<file path="src/pwr_eng_pkg.sv">
// shared constants, types and helpers of the measurement and calculation engine
package pwr_eng_pkg;

    // clock and conversion time table in microseconds
    localparam int CLK_PERIOD_NS = 20;
    localparam int NS_PER_US     = 1000;
    localparam int CT_US [8]     = '{50, 84, 150, 280, 540, 1052, 2074, 4120};
    localparam int TMR_W         = 18;

    // data path widths and scaling
    localparam int DATA_W       = 20;
    localparam int CAL_W        = 15;
    localparam int CAL_SHIFT    = 11;
    localparam int POW_W        = 2 * DATA_W + 1;
    localparam int ACCU_W       = 48;
    localparam int AVG_LOG2_MAX = 10;
    localparam int AVG_EXT_W    = AVG_LOG2_MAX;
    localparam int SUM_W        = DATA_W + AVG_EXT_W;
    localparam int ROUND_W      = AVG_LOG2_MAX + 1;

    // channel codes of the shared converter
    localparam logic [1:0] CH_SHUNT = 2'h0;
    localparam logic [1:0] CH_BUS   = 2'h1;
    localparam logic [1:0] CH_TEMP  = 2'h2;
    localparam logic [1:0] CH_NONE  = 2'h3;

    // sequencer states
    typedef enum logic [1:0] {
        ST_IDLE = 2'b01,
        ST_CONV = 2'b10
    } seq_state_type;

    // first enabled channel at or after start, none if no channel left
    function automatic logic [1:0] find_chan(input logic [1:0] start, input logic [2:0] en);
        logic [1:0] res;
        res = CH_NONE;
        for (int i = 2; i >= 0; i--) begin
            if (en[i] && (i >= int'(start)) && (start != CH_NONE)) begin
                res = 2'(i);
            end
        end
        return res;
    endfunction

endpackage
</file>
<file path="src/avg_acc_if.sv">
// carrier between the engine and its averaging accumulator store
`timescale 1ns/1ns
interface avg_acc_if #(
    parameter int DW = 20,
    parameter int AW = 30
);
    logic          add_en;
    logic          clr;
    logic [1:0]    chan;
    logic [DW-1:0] value;
    logic [AW-1:0] sum_cur;
    logic [AW-1:0] sum_bus;
    logic [AW-1:0] sum_tmp;

    modport engine (output add_en, clr, chan, value, input sum_cur, sum_bus, sum_tmp);
    modport store  (input add_en, clr, chan, value, output sum_cur, sum_bus, sum_tmp);
endinterface

</file>
<file path="src/avg_acc_store.sv">
// per-quantity averaging accumulators with registered sums
`timescale 1ns/1ns
module avg_acc_store
    import pwr_eng_pkg::*;
#(
    parameter int DW = DATA_W,
    parameter int AW = SUM_W
) (
    // clock, reset, enable
    input  wire logic   core_clk_in,
    input  wire logic   arst_n_in,
    input  wire logic   ce_in,
    // engine side
    avg_acc_if.store    acc
);
    logic [AW-1:0] sum_ff [3];
    logic [AW-1:0] ext_w;

    // sign-extend the new sample to the accumulator width
    assign ext_w = {{(AW-DW){acc.value[DW-1]}}, acc.value};

    // clear after publish; a sample arriving with the clear starts the new sum
    always_ff @(posedge core_clk_in or negedge arst_n_in) begin
        if (!arst_n_in) begin
            for (int i = 0; i < 3; i++) begin
                sum_ff[i] <= '0;
            end
        end else if (ce_in) begin
            for (int i = 0; i < 3; i++) begin
                if (acc.add_en && (acc.chan == 2'(i))) begin
                    sum_ff[i] <= acc.clr ? ext_w : AW'(sum_ff[i] + ext_w);
                end else if (acc.clr) begin
                    sum_ff[i] <= '0;
                end
            end
        end
    end

    // sums out to the engine
    assign acc.sum_cur = sum_ff[0];
    assign acc.sum_bus = sum_ff[1];
    assign acc.sum_tmp = sum_ff[2];
endmodule

</file>
<file path="src/power_energy_calc_engine.sv">
// measurement sequencer and current, power, energy and charge engine
`timescale 1ns/1ns
// Contract
// shunt result updates current and charge
// bus result updates power and energy
// power uses latest current, never waits
// zero scaling constant zeroes power, energy, charge
// average of one writes outputs directly
// averaging sums samples per quantity
// after last sample publish averages and power
// energy and charge accumulate every conversion
// calculation never lengthens the sequence
// one shared converter, one channel at a time
// continuous or triggered operation
// conversion time code selects time
// outputs change as a whole
module power_energy_calc_engine
    import pwr_eng_pkg::*;
#(
    parameter int CYC_PER_US = NS_PER_US / CLK_PERIOD_NS
) (
    // clock, reset, enable
    input  wire logic              core_clk_in,
    input  wire logic              arst_n_in,
    input  wire logic              ce_in,
    // configuration
    input  wire logic              cont_mode_in,
    input  wire logic              trig_in,
    input  wire logic [2:0]        chan_en_in,
    input  wire logic [2:0]        ct_shunt_in,
    input  wire logic [2:0]        ct_bus_in,
    input  wire logic [2:0]        ct_temp_in,
    input  wire logic [3:0]        avg_log2_in,
    input  wire logic [CAL_W-1:0]  shunt_cal_in,
    // shared converter
    input  wire logic [DATA_W-1:0] adc_data_in,
    output logic [1:0]             adc_chan_out,
    output logic                   adc_run_out,
    // results
    output logic [DATA_W-1:0]      current_out,
    output logic [DATA_W-1:0]      bus_out,
    output logic [DATA_W-1:0]      temp_out,
    output logic [POW_W-1:0]       power_out,
    output logic [ACCU_W-1:0]      energy_out,
    output logic [ACCU_W-1:0]      charge_out,
    output logic                   ready_out
);
    ////////////////////////////////////////////////////////////////////////////
    // helpers
    function automatic logic [TMR_W-1:0] ct_cycles(input logic [2:0] code);
        return TMR_W'(CT_US[code] * CYC_PER_US);
    endfunction

    function automatic logic [POW_W-1:0] mul_pow(input logic [DATA_W-1:0] cur,
                                                 input logic [DATA_W-1:0] bus);
        return POW_W'($signed(cur) * $signed({1'b0, bus}));
    endfunction

    ////////////////////////////////////////////////////////////////////////////
    // sequencer
    seq_state_type        state_ff, nxt_state;
    logic [1:0]           chan_ff, nxt_chan;
    logic [TMR_W-1:0]     tmr_ff, nxt_tmr;
    logic [ROUND_W-1:0]   rounds_ff, nxt_rounds, avg_last;
    logic [3:0]           avg_sh;
    logic [1:0]           first_ch, next_ch, load_ch;
    logic [2:0]           load_code, cur_code;
    logic                 start, capture, is_last, seq_end, go_on, averaging, load;

    // channel order and conversion timing decode
    assign avg_sh    = (avg_log2_in > 4'(AVG_LOG2_MAX)) ? 4'(AVG_LOG2_MAX) : avg_log2_in;
    assign averaging = (avg_sh != 4'h0);
    assign avg_last  = ROUND_W'((ROUND_W'(1) << avg_sh) - ROUND_W'(1));
    assign first_ch  = find_chan(CH_SHUNT, chan_en_in);
    assign next_ch   = find_chan(2'(chan_ff + 2'h1), chan_en_in);
    assign is_last   = (next_ch == CH_NONE);
    assign seq_end   = is_last && (rounds_ff == avg_last);
    assign start     = (state_ff == ST_IDLE) && (first_ch != CH_NONE)
                       && (cont_mode_in || trig_in);
    assign capture   = (state_ff == ST_CONV) && (tmr_ff == '0);
    assign go_on     = (!seq_end || cont_mode_in) && (first_ch != CH_NONE);
    assign load_ch   = (start || is_last) ? first_ch : next_ch;
    assign load      = start || (capture && go_on);
    assign load_code = (load_ch == CH_SHUNT) ? ct_shunt_in :
                       (load_ch == CH_BUS) ? ct_bus_in : ct_temp_in;
    assign cur_code  = (chan_ff == CH_SHUNT) ? ct_shunt_in :
                       (chan_ff == CH_BUS) ? ct_bus_in : ct_temp_in;

    // next sequencer state; the next channel is loaded in the capture cycle
    assign nxt_state  = load ? ST_CONV : (capture ? ST_IDLE : state_ff);
    assign nxt_chan   = load ? load_ch : chan_ff;
    assign nxt_tmr    = load ? TMR_W'(ct_cycles(load_code) - TMR_W'(1))
                             : (capture ? tmr_ff : TMR_W'(tmr_ff - TMR_W'(1)));
    assign nxt_rounds = start ? '0 : ((capture && is_last) ?
                        (seq_end ? '0 : ROUND_W'(rounds_ff + ROUND_W'(1))) : rounds_ff);

    // sequencer registers
    always_ff @(posedge core_clk_in or negedge arst_n_in) begin
        if (!arst_n_in) begin
            state_ff  <= ST_IDLE;
            chan_ff   <= CH_SHUNT;
            tmr_ff    <= '0;
            rounds_ff <= '0;
        end else if (ce_in) begin
            case (state_ff)
                ST_IDLE: state_ff <= nxt_state;
                ST_CONV: state_ff <= nxt_state;
                default: state_ff <= ST_IDLE;
            endcase
            chan_ff   <= nxt_chan;
            tmr_ff    <= nxt_tmr;
            rounds_ff <= nxt_rounds;
        end
    end

    // one channel on the converter at a time
    assign adc_run_out  = (state_ff == ST_CONV);
    assign adc_chan_out = chan_ff;

    ////////////////////////////////////////////////////////////////////////////
    // calculation stage, runs beside the next conversion
    logic                 s1_vld_ff, s1_end_ff, pub_ff;
    logic [1:0]           s1_ch_ff;
    logic [DATA_W-1:0]    s1_data_ff, last_cur_ff;
    logic signed [DATA_W+CAL_W:0] cur_prod;
    logic [DATA_W-1:0]    cur_w, avg_cur, avg_bus, avg_tmp;
    logic [POW_W-1:0]     pow_w, avg_pow;
    logic                 cal_zero, sh_upd, bus_upd, tmp_upd, direct;

    avg_acc_if #(.DW(DATA_W), .AW(SUM_W)) acc ();

    avg_acc_store #(.DW(DATA_W), .AW(SUM_W)) avg_acc_store_inst (
        .core_clk_in (core_clk_in),
        .arst_n_in   (arst_n_in),
        .ce_in       (ce_in),
        .acc         (acc.store)
    );

    // derived quantities and update strobes
    assign cal_zero = (shunt_cal_in == '0);
    assign cur_prod = $signed(s1_data_ff) * $signed({1'b0, shunt_cal_in});
    assign cur_w    = DATA_W'(cur_prod >>> CAL_SHIFT);
    assign pow_w    = mul_pow(last_cur_ff, s1_data_ff);
    assign direct   = s1_vld_ff && !averaging;
    assign sh_upd   = s1_vld_ff && (s1_ch_ff == CH_SHUNT);
    assign bus_upd  = s1_vld_ff && (s1_ch_ff == CH_BUS);
    assign tmp_upd  = s1_vld_ff && (s1_ch_ff == CH_TEMP);

    // averaged results from the accumulator sums
    assign avg_cur = DATA_W'($signed(acc.sum_cur) >>> avg_sh);
    assign avg_bus = DATA_W'($signed(acc.sum_bus) >>> avg_sh);
    assign avg_tmp = DATA_W'($signed(acc.sum_tmp) >>> avg_sh);
    assign avg_pow = mul_pow(avg_cur, avg_bus);

    // accumulator feed
    assign acc.add_en = s1_vld_ff && averaging;
    assign acc.clr    = pub_ff;
    assign acc.chan   = s1_ch_ff;
    assign acc.value  = (s1_ch_ff == CH_SHUNT) ? cur_w : s1_data_ff;

    // capture and pipeline registers
    always_ff @(posedge core_clk_in or negedge arst_n_in) begin
        if (!arst_n_in) begin
            s1_vld_ff   <= 1'b0;
            s1_end_ff   <= 1'b0;
            s1_ch_ff    <= CH_SHUNT;
            s1_data_ff  <= '0;
            pub_ff      <= 1'b0;
            last_cur_ff <= '0;
        end else if (ce_in) begin
            s1_vld_ff  <= capture;
            s1_end_ff  <= seq_end;
            s1_ch_ff   <= chan_ff;
            s1_data_ff <= capture ? adc_data_in : s1_data_ff;
            pub_ff     <= s1_vld_ff && s1_end_ff && averaging;
            if (sh_upd) begin
                last_cur_ff <= cur_w;
            end
        end
    end

    ////////////////////////////////////////////////////////////////////////////
    // result registers, each written in one edge
    always_ff @(posedge core_clk_in or negedge arst_n_in) begin
        if (!arst_n_in) begin
            current_out <= '0;
            bus_out     <= '0;
            temp_out    <= '0;
            power_out   <= '0;
            energy_out  <= '0;
            charge_out  <= '0;
            ready_out   <= 1'b0;
        end else if (ce_in) begin
            if (pub_ff) begin
                current_out <= avg_cur;
                bus_out     <= avg_bus;
                temp_out    <= avg_tmp;
                power_out   <= cal_zero ? '0 : avg_pow;
            end else begin
                current_out <= (direct && sh_upd) ? cur_w : current_out;
                bus_out     <= (direct && bus_upd) ? s1_data_ff : bus_out;
                temp_out    <= (direct && tmp_upd) ? s1_data_ff : temp_out;
                power_out   <= cal_zero ? '0 : ((direct && bus_upd) ? pow_w : power_out);
            end
            // no averaging on the accumulators
            if (cal_zero) begin
                energy_out <= '0;
                charge_out <= '0;
            end else begin
                energy_out <= bus_upd ? ACCU_W'(energy_out + {{(ACCU_W-POW_W){pow_w[POW_W-1]}},
                                        pow_w}) : energy_out;
                charge_out <= sh_upd ? ACCU_W'(charge_out + {{(ACCU_W-DATA_W){cur_w[DATA_W-1]}},
                                        cur_w}) : charge_out;
            end
            // completion set wins over trigger clear
            ready_out <= (s1_vld_ff && s1_end_ff && !averaging) || pub_ff
                         || (ready_out && !trig_in);
        end
    end

    ////////////////////////////////////////////////////////////////////////////
    // checks
    logic [TMR_W-1:0] conv_age_ff;

    // ce cycles spent on the present channel
    always_ff @(posedge core_clk_in or negedge arst_n_in) begin
        if (!arst_n_in) begin
            conv_age_ff <= '0;
        end else if (ce_in) begin
            conv_age_ff <= load ? '0 : TMR_W'(conv_age_ff + TMR_W'(1));
        end
    end
endmodule

</file>
<file path="config.mk">
export PLATFORM = sky130hd
export DESIGN_NAME = power_energy_calc_engine
export DESIGN_NICKNAME = d
export VERILOG_FILES = /design/src/pwr_eng_pkg.sv /design/src/avg_acc_if.sv /design/src/avg_acc_store.sv /design/src/power_energy_calc_engine.sv
export SDC_FILE = /design/constraint.sdc
export NUM_CORES = 2
export LEC_CHECK = 0
export BUFFER_PORTS_ARGS = -buffer_cell sky130_fd_sc_hd__clkbuf_2
export CORE_ASPECT_RATIO = 0.75
export CORE_MARGIN = 1.5
export CORE_UTILIZATION = 45
export CTS_BUF_LIST = sky130_fd_sc_hd__clkbuf_2 sky130_fd_sc_hd__clkbuf_4 sky130_fd_sc_hd__clkbuf_8
export DETAILED_ROUTE_END_ITERATION = 16
export PLACE_DENSITY_LB_ADDON = 0.08
export REMOVE_ABC_BUFFERS = 1
export SYNTH_ARGS = -nofsm -noshare
export SYNTH_HDL_FRONTEND = slang
export SYNTH_SLANG_ARGS = --single-unit
</file>
<file path="constraint.sdc">
create_clock -name core_clk_in -period 9.2 [get_ports core_clk_in]
set_clock_uncertainty 0.2 [all_clocks]
set_input_delay 0.46 -clock core_clk_in [delete_from_list [all_inputs] [get_ports core_clk_in]]
set_output_delay 0.46 -clock core_clk_in [all_outputs]
set_load 0.03 [all_outputs]
</file>
==> reports/qor.csv <==
stage,metric,value,unit
status,status,"complete, but fails checks",
status,violations,negative setup slack,
power,pwr-share-clk,31.1,%
critical_path,cp-end-kind,flop,
yosys,synthesis.instances,7629,
yosys,yosys.area.top_type,fa_1,
detailed_routing,vias,58100,
timing,setup_viol,5,
cts,cts_root_buf,clkbuf_8,
critical_path,slowest_stage,fa_1,
cells_and_area,layout.cells.non_filler,10600,
critical_path,crit_top_cell,fa_1,
detailed_routing,drt_wl_total,232000,microns
power,intPower,0.00400,W
floorplan,die_h,334,microns
timing,period_needed,9.31,ns
grt,overflow,0,
yosys,synth-seq-cells,366,
cts,cts_tree,yes,
cts,insertion_delay,0.81,ns
timing,max_slew_margin,21.8,%
yosys,synth_area_leaders,"fa_1 28%, dfrtp_1 14%, ha_1 12%",
critical_path,slowest_delay,0.59,ns
place,gp_congestion,1.00,
cells_and_area,nNetsFinal,10300,
grt,grt_pass1_wl,354000,microns
power,power_switching,0.00267,W
cells_and_area,fillers,13400,
critical_path,cp_data_arrival_time,9.83,ns
floorplan,core_area,145000,sq um
detailed_routing,drc,0,
detailed_routing,final_antenna_net_count,0,
timing,max_slew.worst_pin.slew,1.17,ns
cts,htree_num_levels,3,
power,p_seq_share,27.5,%
cells_and_area,layout-drive-gt1-share,21.3,%
cts,cts_made_buffers,74,
place,port_buffers,256,
yosys,ys_types,85,
grt,grt_use_total,31.0,%
power,pwr-share-comb,41.4,%
timing,fin_ws,-0.110,ns
floorplan,rows,121,
detailed_routing,drtIter0Drc,4669,
critical_path,path_max_fanout,4,
cts,cts.sinks,366,
power,power_density,82.3,nW/um^2
floorplan,die-area,148000,sq um
critical_path,cp-start-kind,flop,
critical_path,crit_required,9.71,ns
detailed_routing,avgViaCountPerCell,5.46,
run,maxCapViolations,0,
grt,grt_max_degree,85,
cells_and_area,multiInputGateArea,52600,sq um
place,dpl.cell_count,10400,
floorplan,start_util,45.3,%
floorplan,io_pins,257,
yosys,syn-cell-area,65700,sq um
yosys,async_reset_ff_share,100,%
yosys,synth_flop_cell,dfrtp_1,
place,hpwl,188000,microns
power,power.total,0.00667,W
cts,clk_path_buf_depth,3,
grt,antenna_found_initial,12,
timing,hold_viol_final,0,
cts,clk_pin_slew,0.09,ns
power,ir_drop,0.242,mV
timing,period_share,101,%
yosys,yosysSeqAreaShare,13.9,%
detailed_routing,avgRoutedWirePerCell,21.8,microns
min_path,hp-class,input pin to asynchronous set/reset pin,
power,power_switching_share,40.1,%
cells_and_area,final_util,55.9,%
yosys,synth.top_cell.area_share,27.7,%
yosys,yosysWarnings,0,
timing,timing.fmax,107,MHz
timing,rsz0062_at_grt,yes,
yosys,synth_edf_count,0,
power,leakage,41.6,nW
yosys,synth.avg_cell_area,8.62,sq um
timing,report.final.slew_viol_count,0,
cells_and_area,syn2layout_area_growth,23.3,%
cells_and_area,final-seq-area,9180,sq um
detailed_routing,first_pass_iters,5,
floorplan,die_x,444,microns
critical_path,path_class,flop to flop,
grt,grt_pass1_vias,58600,
-- what timing repair did --
item | 4_1_cts | 5_1_grt
setup buffers | 25 | 70
gates cloned | 0 | 3
pin swaps | 30 | 257
setup endpoints to repair | 50 | 75
hold buffers | 26 | 0
resized for setup | 64 | 401
endpoints found under the hold margin | 108 | 0
-- Yosys cell counts, types with 8 or more instances --
library cell / n
nand4_1: 22
o21ai_0: 432
o31ai_1: 18
a22oi_1: 13
a21o_1: 153
dfrtp_1: 365
clkbuf_1: 349
or3_1: 22
and3_1: 27
o211ai_1: 31
a31oi_1: 34
o21a_1: 61
o2111ai_1: 8
nand3_1: 70
o22ai_1: 37
a21boi_0: 8
a221o_1: 8
fa_1: 909
xor2_1: 86
ha_1: 649
o21ai_1: 13
buf_1: 27
nand2b_1: 78
nor3b_1: 12
buf_2: 11
a22o_1: 96
o21bai_1: 29
nor3_1: 55
and2_1: 368
a221oi_1: 16
nor2_1: 461
nand2_1: 890
xnor2_1: 196
nor2b_1: 61
a211oi_1: 31
mux2i_1: 224
a21oi_1: 372
nor4_1: 19
mux2_2: 40
inv_1: 1177
or2_2: 17
-- metrics by stage --
stage	hold slack, ns	TNS (ns)	setup WS [ns]	area, sq um
after floorplan	-0.0356	-165.89	-5.35	64200
after global placement	0.261	-7.27	-0.354	76200
after detailed placement	0.270	-10.99	-0.507	76200
after CTS	0.0556	-0.0868	-0.0484	78600
after global routing	0.127	-8.18	-0.419	81000
final	0.0834	-0.333	-0.110	81000
-- sequential cells by signal, indices dropped and copies added, names as in the netlist, 11 cells and up --
| register | cells |
|---|---|
| charge_out | 48 |
| energy_out | 48 |
| power_out | 41 |
| avg_acc_store_inst.acc.sum_bus | 30 |
| avg_acc_store_inst.acc.sum_cur | 30 |
| avg_acc_store_inst.acc.sum_tmp | 30 |
| bus_out | 20 |
| current_out | 20 |
| last_cur_ff | 20 |
| s1_data_ff | 20 |
| temp_out | 20 |
| tmr_ff | 18 |
| rounds_ff | 11 |
-- layout by cell type, fill, tap and decap left out, types with 185 or more instances in the layout --
cell type	synthesis	routed
xnor2_1	196	185
ha_1	649	603
nand2_1	890	879
nor2_1	461	450
clkbuf_2	0	254
mux2i_1	224	224
fa_1	909	901
buf_4	2	966
and2_1	368	362
dfrtp_1	365	348
a21oi_1	372	309
o21ai_0	432	359
inv_1	1177	1164
-- critical path, delay by kind of cell, from the launching register on --
family | cells | cell delay (ns)
buffers and inverters | 9 | 1.02
XOR/XNOR | 1 | 0.17
AO/OA/AOI/OAI | 12 | 2.44
adder cells (fa/ha/maj) | 9 | 4.07
AND/OR/NAND/NOR | 4 | 0.90
flip-flops | 1 | 0.46
-- kinds of logic after synthesis --
| group | count (synthesis) | synth area share, % |
|---|---|---|
| DFF | 366 | 13.9 |
| and+or+nand+nor | 2132 | 15.0 |
| buffers and inverters | 1566 | 8.98 |
| muxes | 271 | 4.34 |
| AOI/OAI and AO/OA | 1452 | 13.9 |
| adders and majority gates | 1558 | 40.0 |
| other | 1 | 0.00571 |
| xor gates and xnor gates | 283 | 3.78 |
-- worst paths after layout --
check	to	cells after the start	from	slack, ns
min	energy_out[40]$_DFFE_PN0P_	2	arst_n_in	0.08
max in group asynchronous	acc.clr$_DFFE_PN0P_	4	arst_n_in	6.44
min in group core_clk_in	adc_chan_out[0]$_DFFE_PN0P_	6	chan_en_in[1]	0.16
max reg2reg	energy_out[47]$_DFFE_PN0P_	35	s1_data_ff[10]$_DFFE_PN0P_	-0.11
min reg2reg	power_out[7]$_DFFE_PN0P_	2	power_out[7]$_DFFE_PN0P_	0.28
max	energy_out[47]$_DFFE_PN0P_	35	s1_data_ff[10]$_DFFE_PN0P_	-0.11
-- power by group through the flow --
stage	Combinational (W)	Clock (W)	Sequential, W
floorplan	0.00161	0	0.00186
global placement	0.00263	0	0.00186
detailed placement	0.00266	0	0.00186
CTS	0.00271	0.00211	0.00183
global route	0.00305	0.00217	0.00185
finish	0.00276	0.00207	0.00184
-- layer usage --
| metal | up-vias | track usage, % | part of all wire, % |
|---|---|---|---|
| met1 | 28900 | 44.7 | 46 |
| met3 | 313 | 5.92 | 7.5 |
| met5 | - | 0 | 0 |
| met4 | 0 | 9.39 | 3.5 |
| met2 | 1979 | 47.0 | 43 |
| li1 | 26900 | - | - |
-- area by class of cell --
| type | count | share of cell area, % |
|---|---|---|
| Clock inverter | 33 | 0.505 |
| Multi-Input combinational cell | 5697 | 64.9 |
| Timing Repair Buffer | 1364 | 13.2 |
| Antenna cell | 4 | 0.0124 |
| Tap cell | 1906 | 2.94 |
| Inverter | 1177 | 5.45 |
| Sequential cell | 366 | 11.3 |
| Clock buffer | 100 | 1.63 |
Note: power is estimated with default switching activity, not from simulation.
